**src/hw/adc_regs_pkg.sv**
```systemverilog
// Register map, field positions and timing constants of the converter register file
package adc_regs_pkg;
   // Register indexes; byte address is four times the index
   localparam logic [5:0] IDX_MAIN   = 6'h00;
   localparam logic [5:0] IDX_REF    = 6'h01;
   localparam logic [5:0] IDX_IENCLR = 6'h16;
   localparam logic [5:0] IDX_IENSET = 6'h17;
   localparam logic [5:0] IDX_FLAGS  = 6'h18;
   localparam logic [5:0] IDX_STATUS = 6'h19;
   localparam logic [5:0] IDX_RESULT = 6'h1a;
   localparam logic [5:0] IDX_LOWER  = 6'h1c;
   localparam logic [5:0] IDX_UPPER  = 6'h20;
   localparam logic [5:0] IDX_GAIN   = 6'h24;
   localparam logic [5:0] IDX_OFFSET = 6'h26;
   localparam logic [5:0] IDX_DEBUG  = 6'h2a;
   // Field positions
   localparam int MAIN_SRESET_BIT = 0;
   localparam int MAIN_ENABLE_BIT = 1;
   localparam int MAIN_STDBY_BIT  = 2;
   localparam int REF_COMP_BIT    = 7;
   localparam int REF_CHOICE_MSB  = 3;
   localparam int FLAG_RESULT_BIT = 0;
   localparam int FLAG_OVRUN_BIT  = 1;
   localparam int FLAG_WINDOW_BIT = 2;
   localparam int FLAG_SYNC_BIT   = 3;
   localparam int FLAG_WIDTH      = 4;
   localparam int STATUS_BUSY_BIT = 7;
   localparam int CORR_WIDTH      = 12;
   localparam int DEBUG_RUN_BIT   = 0;
   // Reset values
   localparam logic [7:0]  RESET_BYTE = 8'h00;
   localparam logic [15:0] RESET_HALF = 16'h0000;
   // Highest defined reference code
   localparam logic [3:0]  REF_CODE_MAX = 4'h4;
   // Bus clock cycles for a write to reach the converter domain
   localparam int SYNC_CYCLES_DEFAULT = 4;
   typedef enum logic [2:0] {
      ref_internal_one_volt,
      ref_supply_fraction_a,
      ref_supply_fraction_b,
      ref_external_a,
      ref_external_b,
      ref_reserved
   } reference_source_type;
endpackage

```
**src/hw/adc_control_register_file.sv**
```systemverilog
// APB register file of the converter: control, reference, flags, result, thresholds
//
// Decided for this implementation: the APB interface to the registers.
`timescale 1ns/10ps

module adc_control_register_file #(
   parameter int SYNC_CYCLES = adc_regs_pkg::SYNC_CYCLES_DEFAULT
) (
   input  wire logic                              pclk,
   input  wire logic                              presetn,
   input  wire logic                              psel,
   input  wire logic                              penable,
   input  wire logic                              pwrite,
   input  wire logic [7:0]                        paddr,
   input  wire logic [31:0]                       pwdata,
   input  wire logic [3:0]                        pstrb,
   output logic      [31:0]                       prdata,
   output logic                                   pready,
   output logic                                   pslverr,
   input  wire logic                              peripheral_access_controller,
   input  wire logic                              result_done,
   input  wire logic [15:0]                       result_data,
   input  wire logic                              window_hit,
   input  wire logic                              overrun_hit,
   output logic                                   keep_running_asleep,
   output logic                                   converter_enabled,
   output logic                                   ref_buffer_compensation,
   output logic      [3:0]                        reference_choice,
   output adc_regs_pkg::reference_source_type     reference_source,
   output logic      [15:0]                       window_lower,
   output logic      [15:0]                       window_upper,
   output logic      [adc_regs_pkg::CORR_WIDTH-1:0] gain_value,
   output logic      [adc_regs_pkg::CORR_WIDTH-1:0] offset_value,
   output logic                                   debug_run,
   output logic      [adc_regs_pkg::FLAG_WIDTH-1:0] irq_enable_mask,
   output logic      [adc_regs_pkg::FLAG_WIDTH-1:0] irq_flag_bits
);
   import adc_regs_pkg::*;

   // ------------------------------------------------------------
   // Helpers
   // ------------------------------------------------------------
   function automatic logic [15:0] merge16(input logic [15:0] old,
                                           input logic [31:0] wd,
                                           input logic [3:0]  st);
      merge16 = {st[1] ? wd[15:8] : old[15:8], st[0] ? wd[7:0] : old[7:0]};
   endfunction

   function automatic reference_source_type decode_ref(input logic [3:0] code);
      case (code)
         4'h0:    decode_ref = ref_internal_one_volt;
         4'h1:    decode_ref = ref_supply_fraction_a;
         4'h2:    decode_ref = ref_supply_fraction_b;
         4'h3:    decode_ref = ref_external_a;
         4'h4:    decode_ref = ref_external_b;
         default: decode_ref = ref_reserved;
      endcase
   endfunction

   function automatic logic addr_is(input logic [7:0] a, input logic [5:0] idx);
      addr_is = (a == {idx, 2'b00});
   endfunction

   // ------------------------------------------------------------
   // State
   // ------------------------------------------------------------
   logic                  sreset_q;
   logic                  enable_q;
   logic                  stdby_q;
   logic                  conv_en_q;
   logic                  busy_q;
   logic [7:0]            cnt_q;
   logic                  comp_q;
   logic [3:0]            choice_q;
   logic [FLAG_WIDTH-1:0] ien_q;
   logic [FLAG_WIDTH-1:0] flags_q;
   logic [FLAG_WIDTH-1:0] flags_d;
   logic [15:0]           result_q;
   logic [15:0]           lower_q;
   logic [15:0]           upper_q;
   logic [15:0]           gain_q;
   logic [15:0]           offset_q;
   logic                  dbg_q;
   logic [31:0]           prdata_q;

   // ------------------------------------------------------------
   // Decode
   // ------------------------------------------------------------
   wire hit_main   = addr_is(paddr, IDX_MAIN);
   wire hit_ref    = addr_is(paddr, IDX_REF);
   wire hit_ienclr = addr_is(paddr, IDX_IENCLR);
   wire hit_ienset = addr_is(paddr, IDX_IENSET);
   wire hit_flags  = addr_is(paddr, IDX_FLAGS);
   wire hit_status = addr_is(paddr, IDX_STATUS);
   wire hit_result = addr_is(paddr, IDX_RESULT);
   wire hit_lower  = addr_is(paddr, IDX_LOWER);
   wire hit_upper  = addr_is(paddr, IDX_UPPER);
   wire hit_gain   = addr_is(paddr, IDX_GAIN);
   wire hit_offset = addr_is(paddr, IDX_OFFSET);
   wire hit_debug  = addr_is(paddr, IDX_DEBUG);
   wire mapped     = hit_main | hit_ref | hit_ienclr | hit_ienset | hit_flags | hit_status
                   | hit_result | hit_lower | hit_upper | hit_gain | hit_offset | hit_debug;

   wire access     = psel & penable;
   // Synchronized writes stall the bus while an earlier one is still crossing
   wire sync_reg   = hit_main | hit_lower | hit_upper;
   wire stall      = busy_q & pwrite & sync_reg;
   wire wr_fire    = access & pwrite & ~stall & mapped;
   wire prot_ok    = ~peripheral_access_controller;
   wire active     = enable_q | conv_en_q;
   wire ep_ok      = ~active;
   wire wr_main    = wr_fire & hit_main & prot_ok & pstrb[0];
   wire sreset_req = wr_main & pwdata[MAIN_SRESET_BIT];
   wire ctrl_upd   = wr_main & ~pwdata[MAIN_SRESET_BIT];
   wire wr_ref     = wr_fire & hit_ref & prot_ok & pstrb[0];
   wire wr_lower   = wr_fire & hit_lower & prot_ok;
   wire wr_upper   = wr_fire & hit_upper & prot_ok;
   wire wr_gain    = wr_fire & hit_gain & prot_ok & ep_ok;
   wire wr_offset  = wr_fire & hit_offset & prot_ok & ep_ok;
   wire wr_debug   = wr_fire & hit_debug & prot_ok & pstrb[0];
   wire wr_win_any = (wr_lower | wr_upper) & (pstrb[0] | pstrb[1]);
   wire sync_start = wr_main | wr_win_any;
   wire sync_done  = busy_q & (cnt_q == 8'h01);
   wire soft_clr   = sync_done & sreset_q;
   wire [FLAG_WIDTH-1:0] wr_bits = pwdata[FLAG_WIDTH-1:0];
   wire [FLAG_WIDTH-1:0] ien_clr = (wr_fire & hit_ienclr & pstrb[0]) ? wr_bits : '0;
   wire [FLAG_WIDTH-1:0] ien_set = (wr_fire & hit_ienset & pstrb[0]) ? wr_bits : '0;
   wire [FLAG_WIDTH-1:0] flg_clr = (wr_fire & hit_flags & pstrb[0]) ? wr_bits : '0;
   wire [FLAG_WIDTH-1:0] flg_set = {sync_done, window_hit, overrun_hit, result_done};

   // ------------------------------------------------------------
   // Bus answer
   // ------------------------------------------------------------
   wire [7:0]  main_rd  = {5'h00, stdby_q, enable_q, sreset_q};
   wire [7:0]  ref_rd   = {comp_q, 3'h0, choice_q};
   wire [7:0]  stat_rd  = {busy_q, 7'h00};
   wire [31:0] rd_word  =
        hit_main                 ? {24'h000000, main_rd} :
        hit_ref                  ? {24'h000000, ref_rd} :
        (hit_ienclr | hit_ienset) ? {28'h0000000, ien_q} :
        hit_flags                ? {28'h0000000, flags_q} :
        hit_status               ? {24'h000000, stat_rd} :
        hit_result               ? {16'h0000, result_q} :
        hit_lower                ? {16'h0000, lower_q} :
        hit_upper                ? {16'h0000, upper_q} :
        hit_gain                 ? {16'h0000, gain_q} :
        hit_offset               ? {16'h0000, offset_q} :
        hit_debug                ? {31'h00000000, dbg_q} : 32'h00000000;

   assign pready  = ~stall;
   assign pslverr = access & ~mapped;
   assign prdata  = prdata_q;

   always_ff @(posedge pclk or negedge presetn) begin
      if (!presetn) begin
         prdata_q <= 32'h00000000;
      end else if (psel & ~pwrite) begin
         prdata_q <= rd_word;
      end
   end

   // ------------------------------------------------------------
   // Main control and synchronization
   // ------------------------------------------------------------
   // Busy is held for a fixed count standing in for the converter clock crossing
   always_ff @(posedge pclk or negedge presetn) begin
      if (!presetn) begin
         busy_q <= 1'b0;
         cnt_q  <= 8'h00;
      end else if (sync_start) begin
         busy_q <= 1'b1;
         cnt_q  <= 8'(SYNC_CYCLES);
      end else if (sync_done) begin
         busy_q <= 1'b0;
         cnt_q  <= 8'h00;
      end else if (busy_q) begin
         cnt_q  <= cnt_q - 8'h01;
      end
   end

   always_ff @(posedge pclk or negedge presetn) begin
      if (!presetn) begin
         sreset_q  <= 1'b0;
         enable_q  <= 1'b0;
         stdby_q   <= 1'b0;
         conv_en_q <= 1'b0;
      end else begin
         if (soft_clr) begin
            sreset_q  <= 1'b0;
            enable_q  <= 1'b0;
            stdby_q   <= 1'b0;
            conv_en_q <= 1'b0;
         end else begin
            if (sreset_req) begin
               sreset_q <= 1'b1;
            end else if (ctrl_upd) begin
               enable_q <= pwdata[MAIN_ENABLE_BIT];
               stdby_q  <= pwdata[MAIN_STDBY_BIT];
            end
            if (sync_done) begin
               conv_en_q <= enable_q;
            end
         end
      end
   end

   // ------------------------------------------------------------
   // Reference, thresholds, corrections, debug
   // ------------------------------------------------------------
   always_ff @(posedge pclk or negedge presetn) begin
      if (!presetn) begin
         comp_q   <= 1'b0;
         choice_q <= 4'h0;
         lower_q  <= RESET_HALF;
         upper_q  <= RESET_HALF;
         gain_q   <= RESET_HALF;
         offset_q <= RESET_HALF;
         result_q <= RESET_HALF;
      end else if (soft_clr) begin
         comp_q   <= 1'b0;
         choice_q <= 4'h0;
         lower_q  <= RESET_HALF;
         upper_q  <= RESET_HALF;
         gain_q   <= RESET_HALF;
         offset_q <= RESET_HALF;
         result_q <= RESET_HALF;
      end else begin
         if (wr_ref) begin
            comp_q   <= pwdata[REF_COMP_BIT];
            choice_q <= pwdata[REF_CHOICE_MSB:0];
         end
         if (wr_lower) lower_q <= merge16(lower_q, pwdata, pstrb);
         if (wr_upper) upper_q <= merge16(upper_q, pwdata, pstrb);
         if (wr_gain) gain_q <= merge16(gain_q, pwdata, pstrb) & 16'h0fff;
         if (wr_offset) offset_q <= merge16(offset_q, pwdata, pstrb) & 16'h0fff;
         if (result_done) result_q <= result_data;
      end
   end

   // Debug control survives a soft reset on purpose
   always_ff @(posedge pclk or negedge presetn) begin
      if (!presetn) begin
         dbg_q <= 1'b0;
      end else if (wr_debug) begin
         dbg_q <= pwdata[DEBUG_RUN_BIT];
      end
   end

   // ------------------------------------------------------------
   // Interrupt enables and flags
   // ------------------------------------------------------------
   // A new event in the clearing cycle wins over the clear
   assign flags_d = soft_clr ? flg_set : ((flags_q & ~flg_clr) | flg_set);

   always_ff @(posedge pclk or negedge presetn) begin
      if (!presetn) begin
         ien_q   <= '0;
         flags_q <= '0;
      end else begin
         ien_q   <= soft_clr ? '0 : ((ien_q & ~ien_clr) | ien_set);
         flags_q <= flags_d;
      end
   end

   // ------------------------------------------------------------
   // Outputs
   // ------------------------------------------------------------
   assign keep_running_asleep     = stdby_q;
   assign converter_enabled       = conv_en_q;
   assign ref_buffer_compensation = comp_q;
   assign reference_choice        = choice_q;
   assign reference_source        = decode_ref(choice_q);
   assign window_lower            = lower_q;
   assign window_upper            = upper_q;
   assign gain_value              = gain_q[CORR_WIDTH-1:0];
   assign offset_value            = offset_q[CORR_WIDTH-1:0];
   assign debug_run               = dbg_q;
   assign irq_enable_mask         = ien_q;
   assign irq_flag_bits           = flags_q;

   // ------------------------------------------------------------
   // Assertions
   // ------------------------------------------------------------
   a_ctrl_readback: assert property (@(posedge pclk) disable iff (!presetn)
      ctrl_upd & ~soft_clr |=> enable_q == $past(pwdata[MAIN_ENABLE_BIT])
                              && stdby_q == $past(pwdata[MAIN_STDBY_BIT]))
      else $error("control bits did not read back");

   a_busy_window: assert property (@(posedge pclk) disable iff (!presetn)
      sync_start |=> busy_q ##[1:1000] !busy_q)
      else $error("sync busy not set or never cleared");

   a_enable_apply: assert property (@(posedge pclk) disable iff (!presetn)
      $fell(busy_q) && !$past(sreset_q) |-> conv_en_q == enable_q)
      else $error("enable not applied when busy cleared");

   a_sreset_drop: assert property (@(posedge pclk) disable iff (!presetn)
      sreset_req |=> sreset_q && $stable(enable_q) && $stable(stdby_q))
      else $error("soft reset write changed other bits");

   a_sreset_end: assert property (@(posedge pclk) disable iff (!presetn)
      $fell(sreset_q) |-> !busy_q && !enable_q && !conv_en_q && choice_q == 4'h0
                         && gain_q == RESET_HALF && lower_q == RESET_HALF)
      else $error("soft reset end state wrong");

   a_sreset_busy: assert property (@(posedge pclk) disable iff (!presetn)
      sreset_q |-> busy_q)
      else $error("soft reset bit set without sync busy");

   a_zero_noop: assert property (@(posedge pclk) disable iff (!presetn)
      ctrl_upd |=> !sreset_q)
      else $error("zero write started a soft reset");

   a_wp_hold: assert property (@(posedge pclk) disable iff (!presetn)
      wr_fire & hit_ref & peripheral_access_controller & ~soft_clr |=> $stable(ref_rd))
      else $error("protected register changed");

   a_ep_hold: assert property (@(posedge pclk) disable iff (!presetn)
      wr_fire & hit_gain & active & ~soft_clr |=> $stable(gain_q))
      else $error("enable-protected register changed");

   // Offset shares the enable protection of gain
   a_offset_hold: assert property (@(posedge pclk) disable iff (!presetn)
      wr_fire & hit_offset & active & ~soft_clr |=> $stable(offset_q))
      else $error("enable-protected offset changed");

   a_lane_keep: assert property (@(posedge pclk) disable iff (!presetn)
      wr_fire & hit_lower & ~pstrb[1] & ~soft_clr |=> $stable(lower_q[15:8]))
      else $error("unstrobed byte lane changed");

   a_flag_setwins: assert property (@(posedge pclk) disable iff (!presetn)
      overrun_hit |=> flags_q[FLAG_OVRUN_BIT])
      else $error("flag event lost");

   a_ref_reserved: assert property (@(posedge pclk) disable iff (!presetn)
      (choice_q > REF_CODE_MAX) |-> reference_source == ref_reserved)
      else $error("reserved reference code not flagged");

   a_ref_write: assert property (@(posedge pclk) disable iff (!presetn)
      wr_ref & ~soft_clr |=> comp_q == $past(pwdata[REF_COMP_BIT])
                             && choice_q == $past(pwdata[REF_CHOICE_MSB:0]))
      else $error("reference control write lost");

   // An event in the same cycle wins, so only quiet bits must drop
   a_flag_clear: assert property (@(posedge pclk) disable iff (!presetn)
      (flg_clr != '0) & ~soft_clr |=> (flags_q & $past(flg_clr) & ~$past(flg_set)) == '0)
      else $error("flag not cleared by a one");

   a_ien_set: assert property (@(posedge pclk) disable iff (!presetn)
      (ien_set != '0) & ~soft_clr |=> (ien_q & $past(ien_set)) == $past(ien_set))
      else $error("interrupt enable not set by a one");

   a_debug_keep: assert property (@(posedge pclk) disable iff (!presetn)
      soft_clr & ~wr_debug |=> $stable(dbg_q))
      else $error("debug control lost in soft reset");

   c_soft_reset: cover property (@(posedge pclk) disable iff (!presetn) $fell(sreset_q));
   c_reset_req:  cover property (@(posedge pclk) disable iff (!presetn) sreset_req);
   c_enable_on:  cover property (@(posedge pclk) disable iff (!presetn) $rose(conv_en_q));
   c_stall:      cover property (@(posedge pclk) disable iff (!presetn) access & stall);
   c_bad_addr:   cover property (@(posedge pclk) disable iff (!presetn) pslverr);
endmodule // adc_control_register_file

```
**config.mk**
```make
export PLATFORM = sky130hd
export DESIGN_NAME = adc_control_register_file
export DESIGN_NICKNAME = d
export VERILOG_FILES = /design/src/hw/adc_regs_pkg.sv /design/src/hw/adc_control_register_file.sv
export SDC_FILE = /design/constraint.sdc
export NUM_CORES = 1
export LEC_CHECK = 0
export ABC_AREA = 1
export BUFFER_PORTS_ARGS = -buffer_cell sky130_fd_sc_hd__buf_2
export CAP_MARGIN = 20
export CORE_UTILIZATION = 35
export DETAILED_ROUTE_END_ITERATION = 8
export PLACE_DENSITY = 0.69
export SLEW_MARGIN = 30
export SYNTH_ARGS = -nofsm -noshare
export SYNTH_HDL_FRONTEND = slang
export SYNTH_SLANG_ARGS = --single-unit
```
**constraint.sdc**
```tcl
create_clock -name pclk -period 2.9 [get_ports pclk]
set_input_delay 0.58 -clock pclk [delete_from_list [all_inputs] [get_ports pclk]]
set_output_delay 0.58 -clock pclk [all_outputs]
set_load 0.02 [all_outputs]
```
**Yosys cells after proc, flatten, opt, wreduce, memory -nomap -nowiden**

Cells that the tools add are included.

- Output and inout bits: 109
- Bits in latches: 0
- Memory bits (writable): 0
- Input port bits: 69
- Bits in registers: 139
- Logic and storage cells: 183
- Memories: 0
- ROM bits: 0

- Reduce and logical (&&, ||, !) cells: 24
- Magnitude comparators: 0
- Add/subtract/negate cells: 1
- Bitwise operators: 68
- Muxes and demuxes: 50
- $mul: 0
- Shifts and indexed selects: 0
- Div/mod/pow operators: 0
- Equal/unequal tests: 17

Operators with widths:

| operator | count |
|---|---|
| $mux 16 | 20 |
| $eq 8x7->1 const B | 6 |
| $mux 8 | 5 |
| $and 1x1->1 | 38 |
| $mux 4 | 9 |
| $eq 8x8->1 const B | 4 |
| $reduce_bool 2->1 | 12 |
| $or 1x1->1 | 18 |
| $reduce_and 2->1 | 9 |
| $mux 1 | 15 |
| $pmux 3 s5 | 1 |
| $and 4x4->4 | 2 |
| $eq 4x2->1 const B | 2 |
| $eq 8x1->1 const B | 1 |
| $eq 8x3->1 const B | 1 |
| $logic_not 8->1 | 1 |
| $not 4->4 | 2 |
| $or 4x4->4 | 2 |
| $sub 8x1->8 const B | 1 |
| $not 1->1 | 6 |
| $eq 4x1->1 const B | 1 |
| $eq 4x3->1 const B | 1 |
| $logic_not 4->1 | 1 |
| $reduce_bool 3->1 | 1 |
| $ne 2x1->1 const B | 1 |

**Depth between registers and ports, before layout**

- Depth in word-level cells: 20
- Depth in mapped cells: 15
- Depth with buffers taken out: 14

**Least setup slack after synthesis**

OpenSTA, ideal clock, no wires.

- Kind: in2out
- From: in paddr[0]
- To: out pslverr
- Required time: 2.320 ns
- Buffers on the path: 0
- Cell stages on the path: 8
- Path slack: 0.863 ns
- Data arrival time: 1.457 ns
- Path through: inv_2 > nand2_2 > nor2_1 > nand2_1 > nand3_1 > nor2_1 > nand2_2 > nor2_1

- Longest elaborated chain between the ends: 14
- Elaborated cells on any way between the ends: 25
- Those cells by class: eq/ne (11); bitwise (13); reduce/logical (1)

RTL lines:

| element | RTL line | source |
|---|---|---|
| start: declaration | adc_control_register_file.sv:14 | `input wire logic [7:0] paddr,` |
| $eq 8x3->1 / $logic_not 8->1 (equally long branches) | adc_control_register_file.sv:61 | `addr_is = (a == {idx, 2'b00});` |
| $or 1x1->1 (5 in series) | adc_control_register_file.sv:101 | `wire mapped = hit_main \| hit_ref \| hit_ienclr \| hit_ienset \| hit_flags \| hit_status` |
| $or 1x1->1 (5 in series) | adc_control_register_file.sv:102 | `\| hit_result \| hit_lower \| hit_upper \| hit_gain \| hit_offset \| hit_debug;` |
| $or 1x1->1 * | adc_control_register_file.sv:102 |  |
| $not 1->1 * | adc_control_register_file.sv:151 | `assign pslverr = access & ~mapped;` |
| $and 1x1->1 * | adc_control_register_file.sv:151 |  |
| end: declaration | adc_control_register_file.sv:19 | `output logic pslverr,` |

Mark *: on every way between the ends. The rest lies on a longest branch, timed or not.

**Worst setup path in the final report**

Ends and elaborated chain as after synthesis.

==> run summary <==
Peak Freq -> 414 MHz
skew final -> 0.0104 ns
via count -> 5463
RSZ-0062 raised after global routing -> no
CP Data Arrival Time -> 1.83 ns
Synth Instances -> 719
top cell type's share of synthesized area -> 48.8%
first-pass GRT wire length -> 28300 um
diode count -> 0
Core Footprint -> 16500 sq um
starting density of the core -> 35.7%
Placer Congestion -> 0.872
slowest CP cell -> nor2_4
Critical Path End Type -> output pin
Worst Path Max Fanout -> 17
Worst-path clk slew -> 0.05 ns
status -> finished, final reports clean
Top FF cell, synth -> dfrtp_1
clock buffer depth -> 2
Power Density -> 577 nW/um^2
setup TNS -> 0 ns
CP startpoint kind -> primary input
Yosys reg bits -> 115
Max IR drop VDD -> 0.396 mV
Post-Syn Area per Cell -> 8.21 sq um
hpwl dp -> 13200 um
CTS tree -> built
Hold Fails Final Rpt -> 0
hold buffer count at CTS -> 0
# IOs -> 178
# rows -> 47
FFs w/ async S/R, synth -> 100%
Pleak -> 3.91 nW
H-Tree Depth -> 4
drt via density -> 4.96
# Post-CTS Setup Buffers -> 0
gr ovfl total -> 0
clk sinks -> 115
number of antenna violations at the first check in global routing -> 0
layout cells sized above 1 -> 27.2%
Worst-Skew Late Latency -> 0.42 ns
dominant cells by area after synthesis -> dfrtp_1 49%, nand2_1 14%, o21ai_0 4.7%, inv_1 3.4%, nor2_1 2.9%
Filler Cell Count -> 1637
all-layer global routing usage -> 21.2%
Die X -> 132 um
worst path required time -> 2.32 ns
CTS root buffer -> clkbuf_16
drt first pass iters -> 5
final wirelength -> 18000 um
Post-CTS Resized -> 0
min Tclk post-route -> 2.41 ns
post-route ant nets -> 0
Hold Crit Class -> primary input to async pin
Final Cycle Share -> 83.2%
pre-CTS setup slack -> 0.325 ns
sw frac -> 24.7%
Slew HR -> 49.9%
full die area -> 17400 sq um
Final #Nets -> 939
synth unique cells -> 46
wire per inst -> 16.3 um
Synth area leader -> dfrtp_1
vias in the first global route -> 5125
final setup fails -> 0
area added between synthesis and finish -> 25.5%
sequential share of power -> 39.5%
# DRC -> 0
number of synthesized flops with an enable pin -> 0
Detailed Route Iter0 Violations -> 518
CP max stage delay -> 0.23 ns
CTS Buf Count -> 17
Final Max Tran Viols -> 0
synthesized area -> 5900 sq um
Psw -> 1.05 mW
Comb power frac -> 7.3%
Clk network pwr share -> 53.2%
max-cap viol count -> 0
yosys warns -> 0
P_int -> 3.22 mW
Seq/Total Area, Yosys -> 48.8%
pin count of the biggest net entering global routing -> 48
worst slew pin tran -> 0.750 ns
crit path kind -> primary input to output pin
die height -> 132 um
Worst Slack Setup Final -> 0.487 ns
Port Buffers -> 143
CP cell instances -> buf_2 > inv_2 > nand2_2 > nor2_4 > nand2_4 > nand3_4 > nor2_1 > nand2_2 > nor2_1 > buf_2
## registers in the layout, indices dropped and copies added, names as in the netlist, 4 cells and up
register,count
irq_enable_mask,4
result_q,16
gain_q,12
prdata,16
reference_choice,4
window_upper,16
window_lower,16
offset_q,12
cnt_q,8
irq_flag_bits,4
## synth_stat cells, types with 2 or more instances
master	count
nor2_1	46
nand3_1	32
o22ai_1	12
xnor2_1	2
buf_6	7
buf_4	16
o21ai_0	55
o21ai_1	33
inv_1	54
nand2_2	11
inv_2	6
nor3_1	4
a31oi_1	6
nand2_4	11
buf_2	4
a21oi_1	11
nand2_1	218
or2_2	2
ha_1	2
buf_1	2
o21ai_2	15
clkbuf_1	8
dfrtp_1	115
o21bai_1	3
inv_4	2
xor2_1	4
nand4_1	15
nor2_2	2
a221oi_1	4
## critical path, delay by kind of cell
family,cells,cell delay (ns)
simple gates,7,0.94
buf+inv,3,0.30
## path summary, 6_finish.rpt
path,slack (ns),startpoint,cells after the start,to
min in group pclk,0.36,window_hit,2,irq_flag_bits[2]
max reg2reg,0.73,cnt_q[1],11,offset_q[3]
min,0.17,presetn,1,offset_q[1]
max,0.49,paddr[0],10,pslverr
min reg2reg,0.46,sreset_q,1,converter_enabled
max in group asynchronous,1.99,presetn,2,window_lower[6]
## final cells by class
| class | instances | area [sq um] | share of cell area [%] |
|---|---|---|---|
| well taps | 220 | 275 | 3.72 |
| flip-flops and latches | 115 | 2880 | 38.9 |
| multi-input cells | 518 | 2570 | 34.7 |
| clock buffers | 18 | 439 | 5.93 |
| inverters | 63 | 241 | 3.26 |
| repair buffers | 153 | 806 | 10.9 |
| clock inverters | 14 | 200 | 2.70 |
## layer usage
layer	vias to the layer above	global-route usage (%)	wire length, um
li1	2640	-	-
met1	2582	30.0	8470
met2	214	32.0	8080
met3	27	3.84	1070
met4	0	8.46	364
met5	-	0	0
## placed cells by master, fill, tap and decap left out, types with 10 or more instances in the layout
cell type / n
nor2_1: 46
buf_2: 142
nand2_1: 218
nand3_1: 32
inv_1: 54
dfrtp_1: 115
nand2_4: 11
nand4_1: 15
o21ai_2: 15
o21ai_0: 55
o21ai_1: 33
nand2_2: 11
conb_1: 16
buf_4: 10
clkbuf_16: 17
a21oi_1: 11
o22ai_1: 12
## power by group through the flow
stage	clock network (mW)	logic [mW]	registers [mW]
6_report	2.27	0.312	1.69
5_1_grt	2.37	0.350	1.69
4_1_cts	2.30	0.316	1.69
3_5_place_dp	0	0.314	1.71
3_3_place_gp	0	0.310	1.71
2_1_floorplan	0	0.154	1.74
## per-stage QoR
stage                     instance area, sq um  hold slack, ns  utilization, %  cells  power [mW]
after global placement                    6770           0.438            41.0   1069        2.02
final                                     7410           0.174            44.8   1101        4.27
after detailed placement                  6770           0.457            41.0   1069        2.03
after floorplan                           5960           0.284               -    734        1.89
after global routing                      7410           0.212            44.8   1101        4.41
after CTS                                 7410           0.195            44.8   1101        4.30
## kinds of logic after synthesis
kind of cell	Yosys count	share of synthesized area (%)
AND/OR/NAND/NOR	347	26.4
AO/OA/AOI/OAI	147	14.8
flip-flops	115	48.8
buffers and inverters	101	8.69
XOR/XNOR	6	0.890
adder cells (fa/ha/maj)	2	0.424
other	1	0.0635
(Power assumes the default switching activity.)
